$ cat src/core/mpn_consts.svh
// Constants of the measurement post-processing block.
`ifndef MPN_CONSTS_SVH
`define MPN_CONSTS_SVH

`define MPN_ADDR_W 8
`define MPN_OFS_CTRL 8'h00
`define MPN_OFS_INTEG 8'h04
`define MPN_OFS_ARDLY 8'h08
`define MPN_OFS_UPPER 8'h0C
`define MPN_OFS_LOWER 8'h10
`define MPN_OFS_MTIME 8'h14
`define MPN_OFS_AREFF 8'h18
`define MPN_OFS_NULLREF 8'h1C
`define MPN_OFS_RESULT 8'h20
`define MPN_OFS_HEADER 8'h24
`define MPN_OFS_EVT_STAT 8'h28
`define MPN_OFS_EVT_EN 8'h2C
`define MPN_OFS_EVT_CLR 8'h30

`define MPN_CTRL_SRC_LSB 0
`define MPN_CTRL_STORE_LSB 2
`define MPN_CTRL_NULL 4
`define MPN_CTRL_CMP 5
`define MPN_CTRL_DISP_OFF 6
`define MPN_CTRL_FUNC_CUR 7
`define MPN_CTRL_AUTO 8
`define MPN_CTRL_SEL_LSB 9
`define MPN_CTRL_INIT 31

`define MPN_SRC_DC 2'h0
`define MPN_STORE_OFF 2'h0
`define MPN_STORE_NORMAL 2'h1
`define MPN_STORE_BURST 2'h2

`define MPN_OUT_NONE 2'h0
`define MPN_OUT_HI 2'h1
`define MPN_OUT_GO 2'h2
`define MPN_OUT_LO 2'h3

`define MPN_EVT_HI 0
`define MPN_EVT_GO 1
`define MPN_EVT_LO 2

`define MPN_INTEG_MIN_US 32'h0000_01F4
`define MPN_INTEG_MAX_US 32'h001E_8480
`define MPN_INTEG_RESET_US 32'h0000_4E20

`define MPN_TK_DC_OFF_US 32'h0000_157C
`define MPN_TK_DC_NORM_US 32'h0000_16A8
`define MPN_TK_DC_BURST_US 32'h0000_0C80
`define MPN_TK_OT_OFF_US 32'h0000_1194
`define MPN_TK_OT_NORM_US 32'h0000_125C
`define MPN_TK_OT_BURST_US 32'h0000_0898
`define MPN_TK_NULL_US 32'h0000_00FA
`define MPN_TK_CMP_US 32'h0000_0258
`define MPN_TK_DISP_US 32'h0000_00FA

`define MPN_RANGE_TOP 3'h5
`define MPN_RANGE_NODELAY 3'h4
`define MPN_FS_BASE 32'h0000_7D00
`define MPN_FS_TOP 32'h7735_9400
`define MPN_LIM_MAX_I 32'h7735_9400
`define MPN_LIM_MAX_V 32'h0001_ADB0

`define MPN_PULSE_NS 25000
`define MPN_CLK_NS 25
`define MPN_PULSE_CYC ((`MPN_PULSE_NS + `MPN_CLK_NS - 1) / `MPN_CLK_NS)

`endif

$ cat src/core/mpn_pkg.sv
// Types of the measurement post-processing block.
package mpn_pkg;

    typedef struct packed {
        logic valid;
        logic ovr;
        logic [2:0] range;
        logic [31:0] value;
    } mpn_meas_s;

    typedef struct packed {
        logic valid;
        logic ovr;
        logic [2:0] range;
        logic [31:0] value;
        logic [1:0] outcome;
    } mpn_result_s;

    typedef struct packed {
        logic [1:0] src;
        logic [1:0] store;
        logic null_en;
        logic cmp_en;
        logic disp_off;
        logic func_cur;
        logic auto_rng;
        logic [1:0] pulse_sel;
    } mpn_ctrl_s;

    typedef struct packed {
        mpn_ctrl_s ctrl;
        logic [31:0] integ;
        logic [31:0] ar_ta;
        logic [31:0] upper;
        logic [31:0] lower;
        logic [31:0] null_ref;
        logic null_ovr;
        logic [2:0] null_range;
        logic cap_pend;
        logic [31:0] res;
        logic res_ovr;
        logic [2:0] res_range;
        logic res_valid;
        logic [1:0] outcome;
        logic [2:0] evt_stat;
        logic [2:0] evt_en;
        logic irq;
        logic [15:0] pulse_cnt;
        logic complete_n;
        logic done;
        logic [2:0] range_floor;
        logic [31:0] tm;
        logic [31:0] ar_eff;
        logic [31:0] prdata;
        logic pready;
        logic pslverr;
    } mpn_state_s;

endpackage

$ cat src/core/mpn_postproc.sv
// Measurement post-processing: timing, null subtraction and limit compare.
//
// Register access over APB and the register addresses were decided locally.
`timescale 1ns/1ps
`include "mpn_consts.svh"

// Function
// - Measure time is integration plus overhead.
// - Integration time clamped 500 us to 2000 ms.
// - Overhead chosen by source and storage mode.
// - Null, compare, display adjust non-burst overhead.
// - Range delay only for current autoranging.
// - Range delay divided by ten per decade, zero from range 4.
// - Null result is value minus reference.
// - First measurement after null on is captured.
// - Reference reloads on null enable or init.
// - Over-range reference makes results over-range.
// - Current null result beyond full scale moves range up.
// - Changing measurement function turns null off.
// - Autorange floor is the capture range.
// - Above upper HI, below lower LO, else GO.
// - Over-range sign decides HI or LO.
// - Compare uses null-corrected result and its sign.
// - Outcome to header, event register, low pulse.
// - Signed limits default zero, magnitude clamped.
module mpn_postproc
    import mpn_pkg::*;
(
    // Clock and reset.
    input wire logic core_clk,
    input wire logic rst_b,
    // APB slave.
    input wire logic psel,
    input wire logic penable,
    input wire logic pwrite,
    input wire logic [`MPN_ADDR_W-1:0] paddr,
    input wire logic [31:0] pwdata,
    output logic [31:0] prdata,
    output logic pready,
    output logic pslverr,
    // Raw measurement from the converter logic.
    input wire mpn_meas_s meas,
    // Processed result and control to the ranging logic.
    output mpn_result_s result,
    output logic [2:0] range_floor,
    output logic [31:0] measure_total_time,
    output logic [31:0] autorange_settle_delay,
    // Completion pulse and interrupt.
    output logic complete_n,
    output logic irq
);

    mpn_state_s st;
    mpn_state_s next_st;

    function automatic logic [31:0] full_scale(input logic [2:0] rng);
        logic [31:0] fs;
        fs = `MPN_FS_BASE;
        for (int i = 0; i < 5; i++) begin
            if (i < int'(rng)) begin
                fs = fs * 32'h0000_000A;
            end
        end
        if (rng >= `MPN_RANGE_TOP) begin
            fs = `MPN_FS_TOP;
        end
        return fs;
    endfunction

    function automatic logic [31:0] magnitude(input logic [31:0] v);
        return v[31] ? (32'h0 - v) : v;
    endfunction

    function automatic logic [31:0] clamp_limit(input logic [31:0] v,
                                                input logic cur);
        logic [31:0] lim;
        lim = cur ? `MPN_LIM_MAX_I : `MPN_LIM_MAX_V;
        if (magnitude(v) <= lim) begin
            return v;
        end
        return v[31] ? (32'h0 - lim) : lim;
    endfunction

    function automatic logic [31:0] overhead(input mpn_ctrl_s c);
        logic [31:0] tk;
        tk = 32'h0;
        if (c.src == `MPN_SRC_DC) begin
            unique case (c.store)
                `MPN_STORE_NORMAL: tk = `MPN_TK_DC_NORM_US;
                `MPN_STORE_BURST: tk = `MPN_TK_DC_BURST_US;
                default: tk = `MPN_TK_DC_OFF_US;
            endcase
        end else begin
            unique case (c.store)
                `MPN_STORE_NORMAL: tk = `MPN_TK_OT_NORM_US;
                `MPN_STORE_BURST: tk = `MPN_TK_OT_BURST_US;
                default: tk = `MPN_TK_OT_OFF_US;
            endcase
        end
        if (c.store != `MPN_STORE_BURST) begin
            if (c.null_en) begin
                tk = tk + `MPN_TK_NULL_US;
            end
            if (c.cmp_en) begin
                tk = tk + `MPN_TK_CMP_US;
            end
            if (c.disp_off) begin
                tk = tk - `MPN_TK_DISP_US;
            end
        end
        return tk;
    endfunction

    function automatic logic [31:0] range_delay(input logic [31:0] ta,
                                                input logic [2:0] rng);
        unique case (rng)
            3'h0: return ta;
            3'h1: return ta / 32'h0000_000A;
            3'h2: return ta / 32'h0000_0064;
            3'h3: return ta / 32'h0000_03E8;
            default: return 32'h0;
        endcase
    endfunction

    function automatic logic [1:0] judge(input logic [31:0] x,
                                         input logic ovr,
                                         input logic [31:0] up,
                                         input logic [31:0] lo);
        if (ovr) begin
            return x[31] ? `MPN_OUT_LO : `MPN_OUT_HI;
        end
        if ($signed(x) > $signed(up)) begin
            return `MPN_OUT_HI;
        end
        if ($signed(x) < $signed(lo)) begin
            return `MPN_OUT_LO;
        end
        return `MPN_OUT_GO;
    endfunction

    // Control register packing, both directions.
    function automatic logic [31:0] ctrl_word(input mpn_ctrl_s c);
        logic [31:0] w;
        w = 32'h0;
        w[`MPN_CTRL_SRC_LSB +: 2] = c.src;
        w[`MPN_CTRL_STORE_LSB +: 2] = c.store;
        w[`MPN_CTRL_NULL] = c.null_en;
        w[`MPN_CTRL_CMP] = c.cmp_en;
        w[`MPN_CTRL_DISP_OFF] = c.disp_off;
        w[`MPN_CTRL_FUNC_CUR] = c.func_cur;
        w[`MPN_CTRL_AUTO] = c.auto_rng;
        w[`MPN_CTRL_SEL_LSB +: 2] = c.pulse_sel;
        return w;
    endfunction

    function automatic mpn_ctrl_s ctrl_fields(input logic [31:0] w);
        mpn_ctrl_s c;
        c.src = w[`MPN_CTRL_SRC_LSB +: 2];
        c.store = w[`MPN_CTRL_STORE_LSB +: 2];
        c.null_en = w[`MPN_CTRL_NULL];
        c.cmp_en = w[`MPN_CTRL_CMP];
        c.disp_off = w[`MPN_CTRL_DISP_OFF];
        c.func_cur = w[`MPN_CTRL_FUNC_CUR];
        c.auto_rng = w[`MPN_CTRL_AUTO];
        c.pulse_sel = w[`MPN_CTRL_SEL_LSB +: 2];
        return c;
    endfunction

    // Register bus decode shared by reads, errors and writes.
    function automatic logic [31:0] read_word(input mpn_state_s s,
                                              input logic [7:0] a);
        logic [31:0] w;
        w = 32'h0;
        unique case (a)
            `MPN_OFS_CTRL: w = ctrl_word(s.ctrl);
            `MPN_OFS_INTEG: w = s.integ;
            `MPN_OFS_ARDLY: w = s.ar_ta;
            `MPN_OFS_UPPER: w = s.upper;
            `MPN_OFS_LOWER: w = s.lower;
            `MPN_OFS_MTIME: w = s.tm;
            `MPN_OFS_AREFF: w = s.ar_eff;
            `MPN_OFS_NULLREF: w = s.null_ref;
            `MPN_OFS_RESULT: w = s.res;
            `MPN_OFS_HEADER: w = {23'h0, s.ctrl.null_en, 1'b0,
                s.res_range, 1'b0, s.res_ovr, s.outcome};
            `MPN_OFS_EVT_STAT: w = {29'h0, s.evt_stat};
            `MPN_OFS_EVT_EN: w = {29'h0, s.evt_en};
            default: w = 32'h0;
        endcase
        return w;
    endfunction

    function automatic logic addr_mapped(input logic [`MPN_ADDR_W-1:0] a);
        logic hit;
        unique case (a)
            `MPN_OFS_CTRL, `MPN_OFS_INTEG, `MPN_OFS_ARDLY, `MPN_OFS_UPPER,
            `MPN_OFS_LOWER, `MPN_OFS_MTIME, `MPN_OFS_AREFF,
            `MPN_OFS_NULLREF, `MPN_OFS_RESULT, `MPN_OFS_HEADER,
            `MPN_OFS_EVT_STAT, `MPN_OFS_EVT_EN,
            `MPN_OFS_EVT_CLR: hit = 1'b1;
            default: hit = 1'b0;
        endcase
        return hit;
    endfunction

    logic access;
    logic wr;
    logic [32:0] diff;
    logic [31:0] corr;
    logic corr_ovr;
    logic [2:0] corr_range;
    logic [31:0] ref_val;
    logic ref_ovr;
    logic [31:0] integ_w;
    logic [2:0] stat_set;

    assign access = psel && penable && st.pready;
    assign wr = access && pwrite;

    always_comb begin
        next_st = st;
        stat_set = 3'h0;
        integ_w = pwdata;
        ref_val = st.null_ref;
        ref_ovr = st.null_ovr;
        diff = 33'h0;
        corr = 32'h0;
        corr_ovr = 1'b0;
        corr_range = meas.range;

        // APB answers in the access phase that follows every setup phase.
        next_st.pready = psel && !penable;
        next_st.pslverr = 1'b0;
        if (psel && !penable) begin
            next_st.prdata = read_word(st, paddr);
            next_st.pslverr = !addr_mapped(paddr);
        end

        if (wr && addr_mapped(paddr)) begin
            unique case (paddr)
                `MPN_OFS_CTRL: begin
                    next_st.ctrl = ctrl_fields(pwdata);
                    if (pwdata[`MPN_CTRL_FUNC_CUR] != st.ctrl.func_cur) begin
                        next_st.ctrl.null_en = 1'b0;
                    end
                    if (next_st.ctrl.null_en && !st.ctrl.null_en) begin
                        next_st.cap_pend = 1'b1;
                    end
                    if (pwdata[`MPN_CTRL_INIT]) begin
                        next_st.cap_pend = next_st.ctrl.null_en;
                    end
                    if (!next_st.ctrl.null_en) begin
                        next_st.cap_pend = 1'b0;
                    end
                end
                `MPN_OFS_INTEG: begin
                    if (integ_w < `MPN_INTEG_MIN_US) begin
                        integ_w = `MPN_INTEG_MIN_US;
                    end
                    if (integ_w > `MPN_INTEG_MAX_US) begin
                        integ_w = `MPN_INTEG_MAX_US;
                    end
                    next_st.integ = integ_w;
                end
                `MPN_OFS_ARDLY: next_st.ar_ta = pwdata;
                `MPN_OFS_UPPER: next_st.upper =
                    clamp_limit(pwdata, st.ctrl.func_cur);
                `MPN_OFS_LOWER: next_st.lower =
                    clamp_limit(pwdata, st.ctrl.func_cur);
                `MPN_OFS_EVT_EN: next_st.evt_en = pwdata[2:0];
                `MPN_OFS_EVT_CLR: next_st.evt_stat = st.evt_stat & ~pwdata[2:0];
                default: ;
            endcase
        end

        next_st.tm = st.integ + overhead(st.ctrl);
        if (st.ctrl.func_cur && st.ctrl.auto_rng) begin
            next_st.ar_eff = range_delay(st.ar_ta, meas.range);
        end else begin
            next_st.ar_eff = 32'h0;
        end
        next_st.range_floor = 3'h0;
        if (st.ctrl.null_en && !st.cap_pend) begin
            next_st.range_floor = st.null_range;
        end

        // First pipeline stage: null capture and subtraction.
        next_st.res_valid = 1'b0;
        if (meas.valid) begin
            if (st.ctrl.null_en && st.cap_pend) begin
                ref_val = meas.value;
                ref_ovr = meas.ovr;
                next_st.null_ref = meas.value;
                next_st.null_ovr = meas.ovr;
                next_st.null_range = meas.range;
                next_st.cap_pend = 1'b0;
            end
            if (st.ctrl.null_en) begin
                diff = {meas.value[31], meas.value} - {ref_val[31], ref_val};
                corr = diff[31:0];
                corr_ovr = meas.ovr || ref_ovr || (diff[32] != diff[31]);
                if (meas.ovr) begin
                    corr = meas.value;
                end
                if (st.ctrl.func_cur && !corr_ovr &&
                    magnitude(corr) > full_scale(meas.range)) begin
                    if (meas.range >= `MPN_RANGE_TOP ||
                        magnitude(corr) > full_scale(meas.range + 3'h1)) begin
                        corr_ovr = 1'b1;
                    end else begin
                        corr_range = meas.range + 3'h1;
                    end
                end
            end else begin
                corr = meas.value;
                corr_ovr = meas.ovr;
            end
            next_st.res = corr;
            next_st.res_ovr = corr_ovr;
            next_st.res_range = corr_range;
            next_st.res_valid = 1'b1;
        end

        // Completion pulse counts down unless a new outcome equal to pulse_sel restarts it.
        if (st.pulse_cnt != 16'h0) begin
            next_st.pulse_cnt = st.pulse_cnt - 16'h1;
        end

        // Second stage: one judgment per finished, corrected value.
        next_st.done = st.res_valid;
        if (st.res_valid) begin
            if (st.ctrl.cmp_en) begin
                next_st.outcome = judge(st.res, st.res_ovr,
                                        st.upper, st.lower);
                unique case (next_st.outcome)
                    `MPN_OUT_HI: stat_set[`MPN_EVT_HI] = 1'b1;
                    `MPN_OUT_GO: stat_set[`MPN_EVT_GO] = 1'b1;
                    `MPN_OUT_LO: stat_set[`MPN_EVT_LO] = 1'b1;
                    default: ;
                endcase
                if (next_st.outcome == st.ctrl.pulse_sel) begin
                    next_st.pulse_cnt = 16'(`MPN_PULSE_CYC);
                end
            end else begin
                next_st.outcome = `MPN_OUT_NONE;
            end
        end
        next_st.evt_stat = next_st.evt_stat | stat_set;
        next_st.complete_n = (next_st.pulse_cnt == 16'h0);
        next_st.irq = |(next_st.evt_stat & next_st.evt_en);
    end

    always_ff @(posedge core_clk) begin
        if (!rst_b) begin
            st <= '0;
            st.integ <= `MPN_INTEG_RESET_US;
            st.complete_n <= 1'b1;
            st.tm <= `MPN_INTEG_RESET_US + `MPN_TK_DC_OFF_US;
        end else begin
            st <= next_st;
        end
    end

    assign prdata = st.prdata;
    assign pready = st.pready;
    assign pslverr = st.pslverr;
    assign result.valid = st.done;
    assign result.ovr = st.res_ovr;
    assign result.range = st.res_range;
    assign result.value = st.res;
    assign result.outcome = st.outcome;
    assign range_floor = st.range_floor;
    assign measure_total_time = st.tm;
    assign autorange_settle_delay = st.ar_eff;
    assign complete_n = st.complete_n;
    assign irq = st.irq;

endmodule // mpn_postproc

$ cat config.mk
export PLATFORM = sky130hd
export DESIGN_NAME = mpn_postproc
export DESIGN_NICKNAME = d
export VERILOG_FILES = /design/src/core/mpn_pkg.sv /design/src/core/mpn_postproc.sv
export VERILOG_INCLUDE_DIRS = /design/src /design/src/core
export SDC_FILE = /design/constraint.sdc
export NUM_CORES = 2
export LEC_CHECK = 0
export BUFFER_PORTS_ARGS = -buffer_cell sky130_fd_sc_hd__buf_2
export CAP_MARGIN = 10
export CORE_MARGIN = 2
export CORE_UTILIZATION = 25
export CTS_CLUSTER_DIAMETER = 80
export DETAILED_ROUTE_END_ITERATION = 6
export PLACE_DENSITY = 0.42
export SLEW_MARGIN = 0
export SYNTH_ARGS = -nofsm -noshare
export SYNTH_HDL_FRONTEND = slang
export SYNTH_SLANG_ARGS = --single-unit
$ cat constraint.sdc
create_clock -name core_clk -period 108.9 [get_ports core_clk]
set_input_delay 10.89 -clock core_clk [delete_from_list [all_inputs] [get_ports core_clk]]
set_output_delay 10.89 -clock core_clk [all_outputs]
set_load 0.03 [all_outputs]
**After elaboration in Yosys (flattened, before gate mapping)**

Memory sizes are Yosys's and may differ from the RTL's.
Index checks and enable logic that the tools add are counted.

- Register bits after elaboration: 341
- Bits in read-only memories: 128
- Bits of input ports: 82
- Memories kept: 2

Memory list:

| memory | words | bits a word | rd ports | clocked after Yosys merged registers in | write ports | RTL line | RTL |
|---|---|---|---|---|---|---|---|
| (name not given) | 64 | 1 | 1 | 0 | 0 | mpn_postproc.sv:195 | `unique case (a)` |
| (name not given) | 64 | 1 | 1 | 0 | 0 | mpn_postproc.sv:195 |  |

- $add $sub $neg: 10
- Multiply operators: 8
- Divide/modulo/power cells: 3
- Magnitude comparators: 19
- Eq/ne operators: 24
- Multiplexer cells: 125
- Bitwise gates (word level): 4
- Reductions and logical operators: 35

Operators by type and width:

| operator | number |
|---|---|
| 32-bit 2-to-1 mux | 58 |
| 32-bit one-hot mux with 12 select lines | 1 |
| 32-bit by 3-bit multiplier with 31-bit output (second input constant) | 8 |
| 32-bit one-hot mux with 4 select lines | 1 |
| 32-bit > comparator | 3 |
| 16-bit 2-to-1 mux | 4 |
| 1-bit by 32-bit subtractor with 32-bit output (first input constant) | 2 |
| 13-bit one-hot mux with 2 select lines | 2 |
| 8-bit by 6-bit == test with 1-bit output (second input constant) | 5 |
| 19-bit 2-to-1 mux | 2 |
| 38-bit 2-to-1 mux | 1 |
| 1-bit 2-to-1 mux | 37 |
| 32-bit by 32-bit subtractor with 33-bit output | 1 |
| 32-bit by 10-bit adder with 32-bit output (second input constant) | 1 |
| 32-bit adder | 1 |
| 32-bit by 8-bit adder with 32-bit output (second input constant) | 1 |
| 32-bit by 10-bit divider with 32-bit output (second input constant) | 1 |
| 32-bit by 4-bit divider with 32-bit output (second input constant) | 1 |
| 32-bit by 7-bit divider with 32-bit output (second input constant) | 1 |
| 8-bit by 5-bit == test with 1-bit output (second input constant) | 4 |
| 32-bit by 21-bit > comparator with 1-bit output (second input constant) | 1 |
| 32-bit by 31-bit less-or-equal comparator with 1-bit output | 1 |
| 32-bit less-than comparator | 1 |
| 32-bit by 9-bit less-than comparator with 1-bit output (second input constant) | 1 |
| 34 further kinds | 89 |

**Longest topological paths before layout**

- Word-level depth: 53
- Gate-level depth with buffers: 353

**Worst setup path after synthesis**

No wires, ideal clock.

- Path kind: input to register
- Start point: input port meas[34] in the netlist's numbering
- End point: register st, in the netlist autorange_settle_delay[0]
- Library setup time: 120 ps
- Arrival: 74076 ps
- Required time: 108780 ps
- Path slack: 34704 ps
- Stages: 321
- Cell sequence: buf_2 > inv_1 > clkbuf_1 > nand2_1 > nor2_1 > ha_1 > o211ai_1 > a2bb2oi_1 > nor2_1 > a21oi_1 > ha_1 > a21o_1 > a21oi_1 > o211ai_2 > and2_1 > a21oi_1 > ha_1 > o21a_1 > (+285 left out) > o21ai_0 > nand2b_1 > a2111oi_0 > nor4b_1 > o31a_1 > nor3b_1 > nand3_1 > mux2_1 > ha_1 > nand3_1 > nand2_1 > a221oi_1 > o21ai_0 > a2111oi_0 > nand3_1 > a21oi_1 > o221ai_1 > o31a_1

RTL lines:

| element | RTL line | RTL |
|---|---|---|
| from (decl) | mpn_postproc.sv:42 | `input wire mpn_meas_s meas,` |
| to (signal assigned) | mpn_postproc.sv:360 | `st <= next_st;` |
| to (decl) | mpn_postproc.sv:53 | `mpn_state_s st;` |

==> metrics.md <==
| Metric | Value |
|---|---|
| Arrival time worst endpoint | 87.40 ns |
| Net count, final | ~6600 |
| Global-route wire length before repair | 286000 um |
| Core Rows | 154 |
| Initial DRC Count | 3595 |
| Peak per-stage delay on the critical path | 0.83 ns |
| Sequential share of the synthesized area | 0.154 |
| EDFF count, synth | 0 |
| Detailed Place HPWL | 155000 um |
| # H-tree levels | 2 |
| Largest area contributor in the netlist | dfxtp_1 |
| Mapped Area | 44400 um2 |
| Area Growth Syn to Fin | 9.45% |
| Hold Path Stages | 2 |
| Antenna-violating nets left | 0 |
| #FFs+latches synth | 341 |
| Fillers | 19500 |
| Clock Sinks | 341 |
| Slew at the pin closest to its max-slew limit | 1.21 ns |
| Reg2Reg Depth | 277 |
| Routed Wire Length | 194000 um |
| PortBufs | 223 |
| GR Layer Usage met1 | 0.268 |
| Max FO, Critical Path | 25 |
| Total gr overflow | 0 |
| CTS tree | done |
| Post-CTS Setup Repair Bufs | 0 |
| CP bufs+invs | 16 |
| Yosys top cell area share | 0.154 |
| Status | finished clean |
| Worst hold path type | register to register |
| Final worst path period need | 86.89 ns |
| Met3 Use GR | 0.0166 |
| Reg-to-reg setup timing slack | 33.15 ns |
| Initial antenna violation count | 32 |
| Maximum capacitance violations | 0 |
| Slowest cell on the critical path | o31ai_1 |
| Critical Path RT | about 110 ns |
| Synth warnings | 0 |
| Syn avg cell area | 7.21 um2 |
| Share of layout cells above drive strength 1 | 0.0966 |
| Deepest clock path buffer count | 3 |
| GP Congestion | between 0.8 and 0.9 |
| Number of vias in the routed layout | roughly 46000 |
| Max_slew headroom | 0.191 |
| Worst hold path endpoint | st[168] |
| Final setup fails | 0 |
| Start point of the critical path | meas[32] |
| Setup TNS | 0 ns |
| Worst setup EP type | register |
| Ys async rst share | 0 |
| Register area | 6830 um2 |
| Root Driver | clkbuf_16 |
| Mux contribution to synthesized area | 0.0484 |
| DRC | 0 |
| Worst hold slack | around 0.45 ns |
| Synth Area in Compound Gates | 0.271 |
| Worst skew pair latency | 0.68 ns |
| Family with the most delay on the worst path | compound AO/OA/AOI/OAI gates |
| Final period util | 0.798 |
| Die Span Y | 426 um |
| Crit path kind | primary input to register |
| Adder-cell share of the synthesized area | 0.130 |
| Final slew viol count | 0 |
| Final hold vios | 0 |
| Hold Buf Count CTS | 0 |
| R2r endpoint | autorange_settle_delay[0] |
| Ys flop type | dfxtp_1 |
| Pin count of the biggest net entering global routing | between 100 and 150 |
| GR peak layer | met2 |
| Met2 usage | 0.350 |
| Multi-input gate area | 34700 um2 |
| Cell mode on critical path | ha_1 |
| Top post-synthesis cells by area | dfxtp_1 15%, ha_1 13%, a21oi_1 6.4% |
| Critical Path Source Type | primary input |
| Cells after Synth | 6161 |
| Largest family of logic cells by synthesized area | compound AO/OA/AOI/OAI gates |
| CTS resizes | 0 |
| Hold Startpoint | st[168] |
| Number of distinct library cells after synthesis | 134 |
| Die width | 426 um |
| Vias per cell | ~5.4 |
| Total track usage | 0.206 |
| Final Skew | 0.0596 ns |
| RSZ-0062 raised after global routing | false |
| Routed WL per cell | 22.9 um |
| Die Footprint | 181000 um2 |
| RR Startpoint | st[295] |
| Share of synthesized cell area in and, or, nand and nor gates | 0.254 |
| Clock Pin Slew Worst Setup and Hold Paths | 0.06 ns |
| Ports | 224 |
| Initial Utilization | 0.252 |
| Post-synthesis xor/xnor area fraction | 0.0729 |
| Core area | between 150000 and 200000 um2 |
| Max Fclk | around 12 MHz |
| Number of global-route vias before repair | 43500 |
| Pre-antenna DRT Iters | 6 |
| CTS buffer count | 47 |
## layout make-up
type / instances / area share
multi-input cells: 5159 / 0.713
flip-flops and latches: 341 / 0.140
well taps: 2340 / 0.0602
repair buffers: 283 / 0.0322
clock buffers: 62 / 0.0272
inverters: 256 / 0.0199
clock inverters: 25 / 0.00643
diodes: 12 / 0.000618
## state kept, by name, summed over array words and instances, names as in the netlist
name	cells
complete_n	1
irq	1
range_floor	3
next_st	1
st	198
result	39
pready	1
autorange_settle_delay	32
pslverr	1
measure_total_time	32
prdata	32
## through the flow
step / setup WS, ns / std cells / instance area [um2] / utilization
CTS: 23.11 / 8466 / 48600 / 0.276
detailed placement: 22.76 / 8379 / 47000 / 0.266
global placement: 24.33 / 8379 / 47000 / 0.266
global route: 15.45 / 8475 / 48600 / 0.276
finish: 22.01 / 8478 / 48600 / 0.276
floorplan: 34.70 / 6173 / 44500 / -
## routing by layer
metal	vias to the layer above	share of wire
met2	1219	0.47
met5	-	0.000093
met1	21900	0.45
li1	22300	-
met4	4	0.042
met3	258	0.041
## Yosys cell counts, types with 81 or more instances
cell type / n
a211oi_1: 101
a21o_1: 112
a21oi_1: 566
a31oi_1: 81
buf_4: 146
clkbuf_1: 226
dfxtp_1: 341
ha_1: 455
inv_1: 250
mux2i_1: 149
nand2_1: 626
nand2b_1: 87
nand3_1: 154
nor2_1: 670
nor2b_1: 85
nor3_1: 179
o21ai_0: 263
xnor2_1: 270
xor2_1: 100
## worst min-delay path, stage by stage (launching register included)
cell and delay (ns):
dfxtp_1 0.30, nand2_1 0.05, a21oi_1 0.05
## cell usage in the layout, fill, tap and decap left out, types with 112 or more instances in the layout
cell type / n
dfxtp_1: 340
buf_2: 223
mux2i_1: 149
nand3_1: 151
ha_1: 455
nor2_1: 660
nand2_1: 624
a21oi_1: 566
xnor2_1: 270
a21o_1: 112
o21ai_0: 263
nor3_1: 174
inv_1: 250
## cells by family (layout without fill, tap and decap cells)
kind of cell	Yosys count	after routing
AOI/OAI and AO/OA	1799	1799
other	2	26
xor gates and xnor gates	370	370
and+or+nand+nor	2312	2312
adders and majority gates	459	459
muxes	205	205
DFF	341	341
buffers and inverters	673	626
## worst max-delay path by stage
stage                     slack [ns]  cells after the start                         to
after floorplan                34.70                    321  autorange_settle_delay[0]
after global placement         24.33                    280  autorange_settle_delay[0]
after detailed placement       22.76                    283  autorange_settle_delay[0]
after CTS                      23.11                    283  autorange_settle_delay[0]
after global routing           15.45                    290  autorange_settle_delay[0]
final                          22.01                    283  autorange_settle_delay[0]
Power is not shown: default switching activity piles up to over one toggle a cycle in this logic, so the estimate is an artifact.
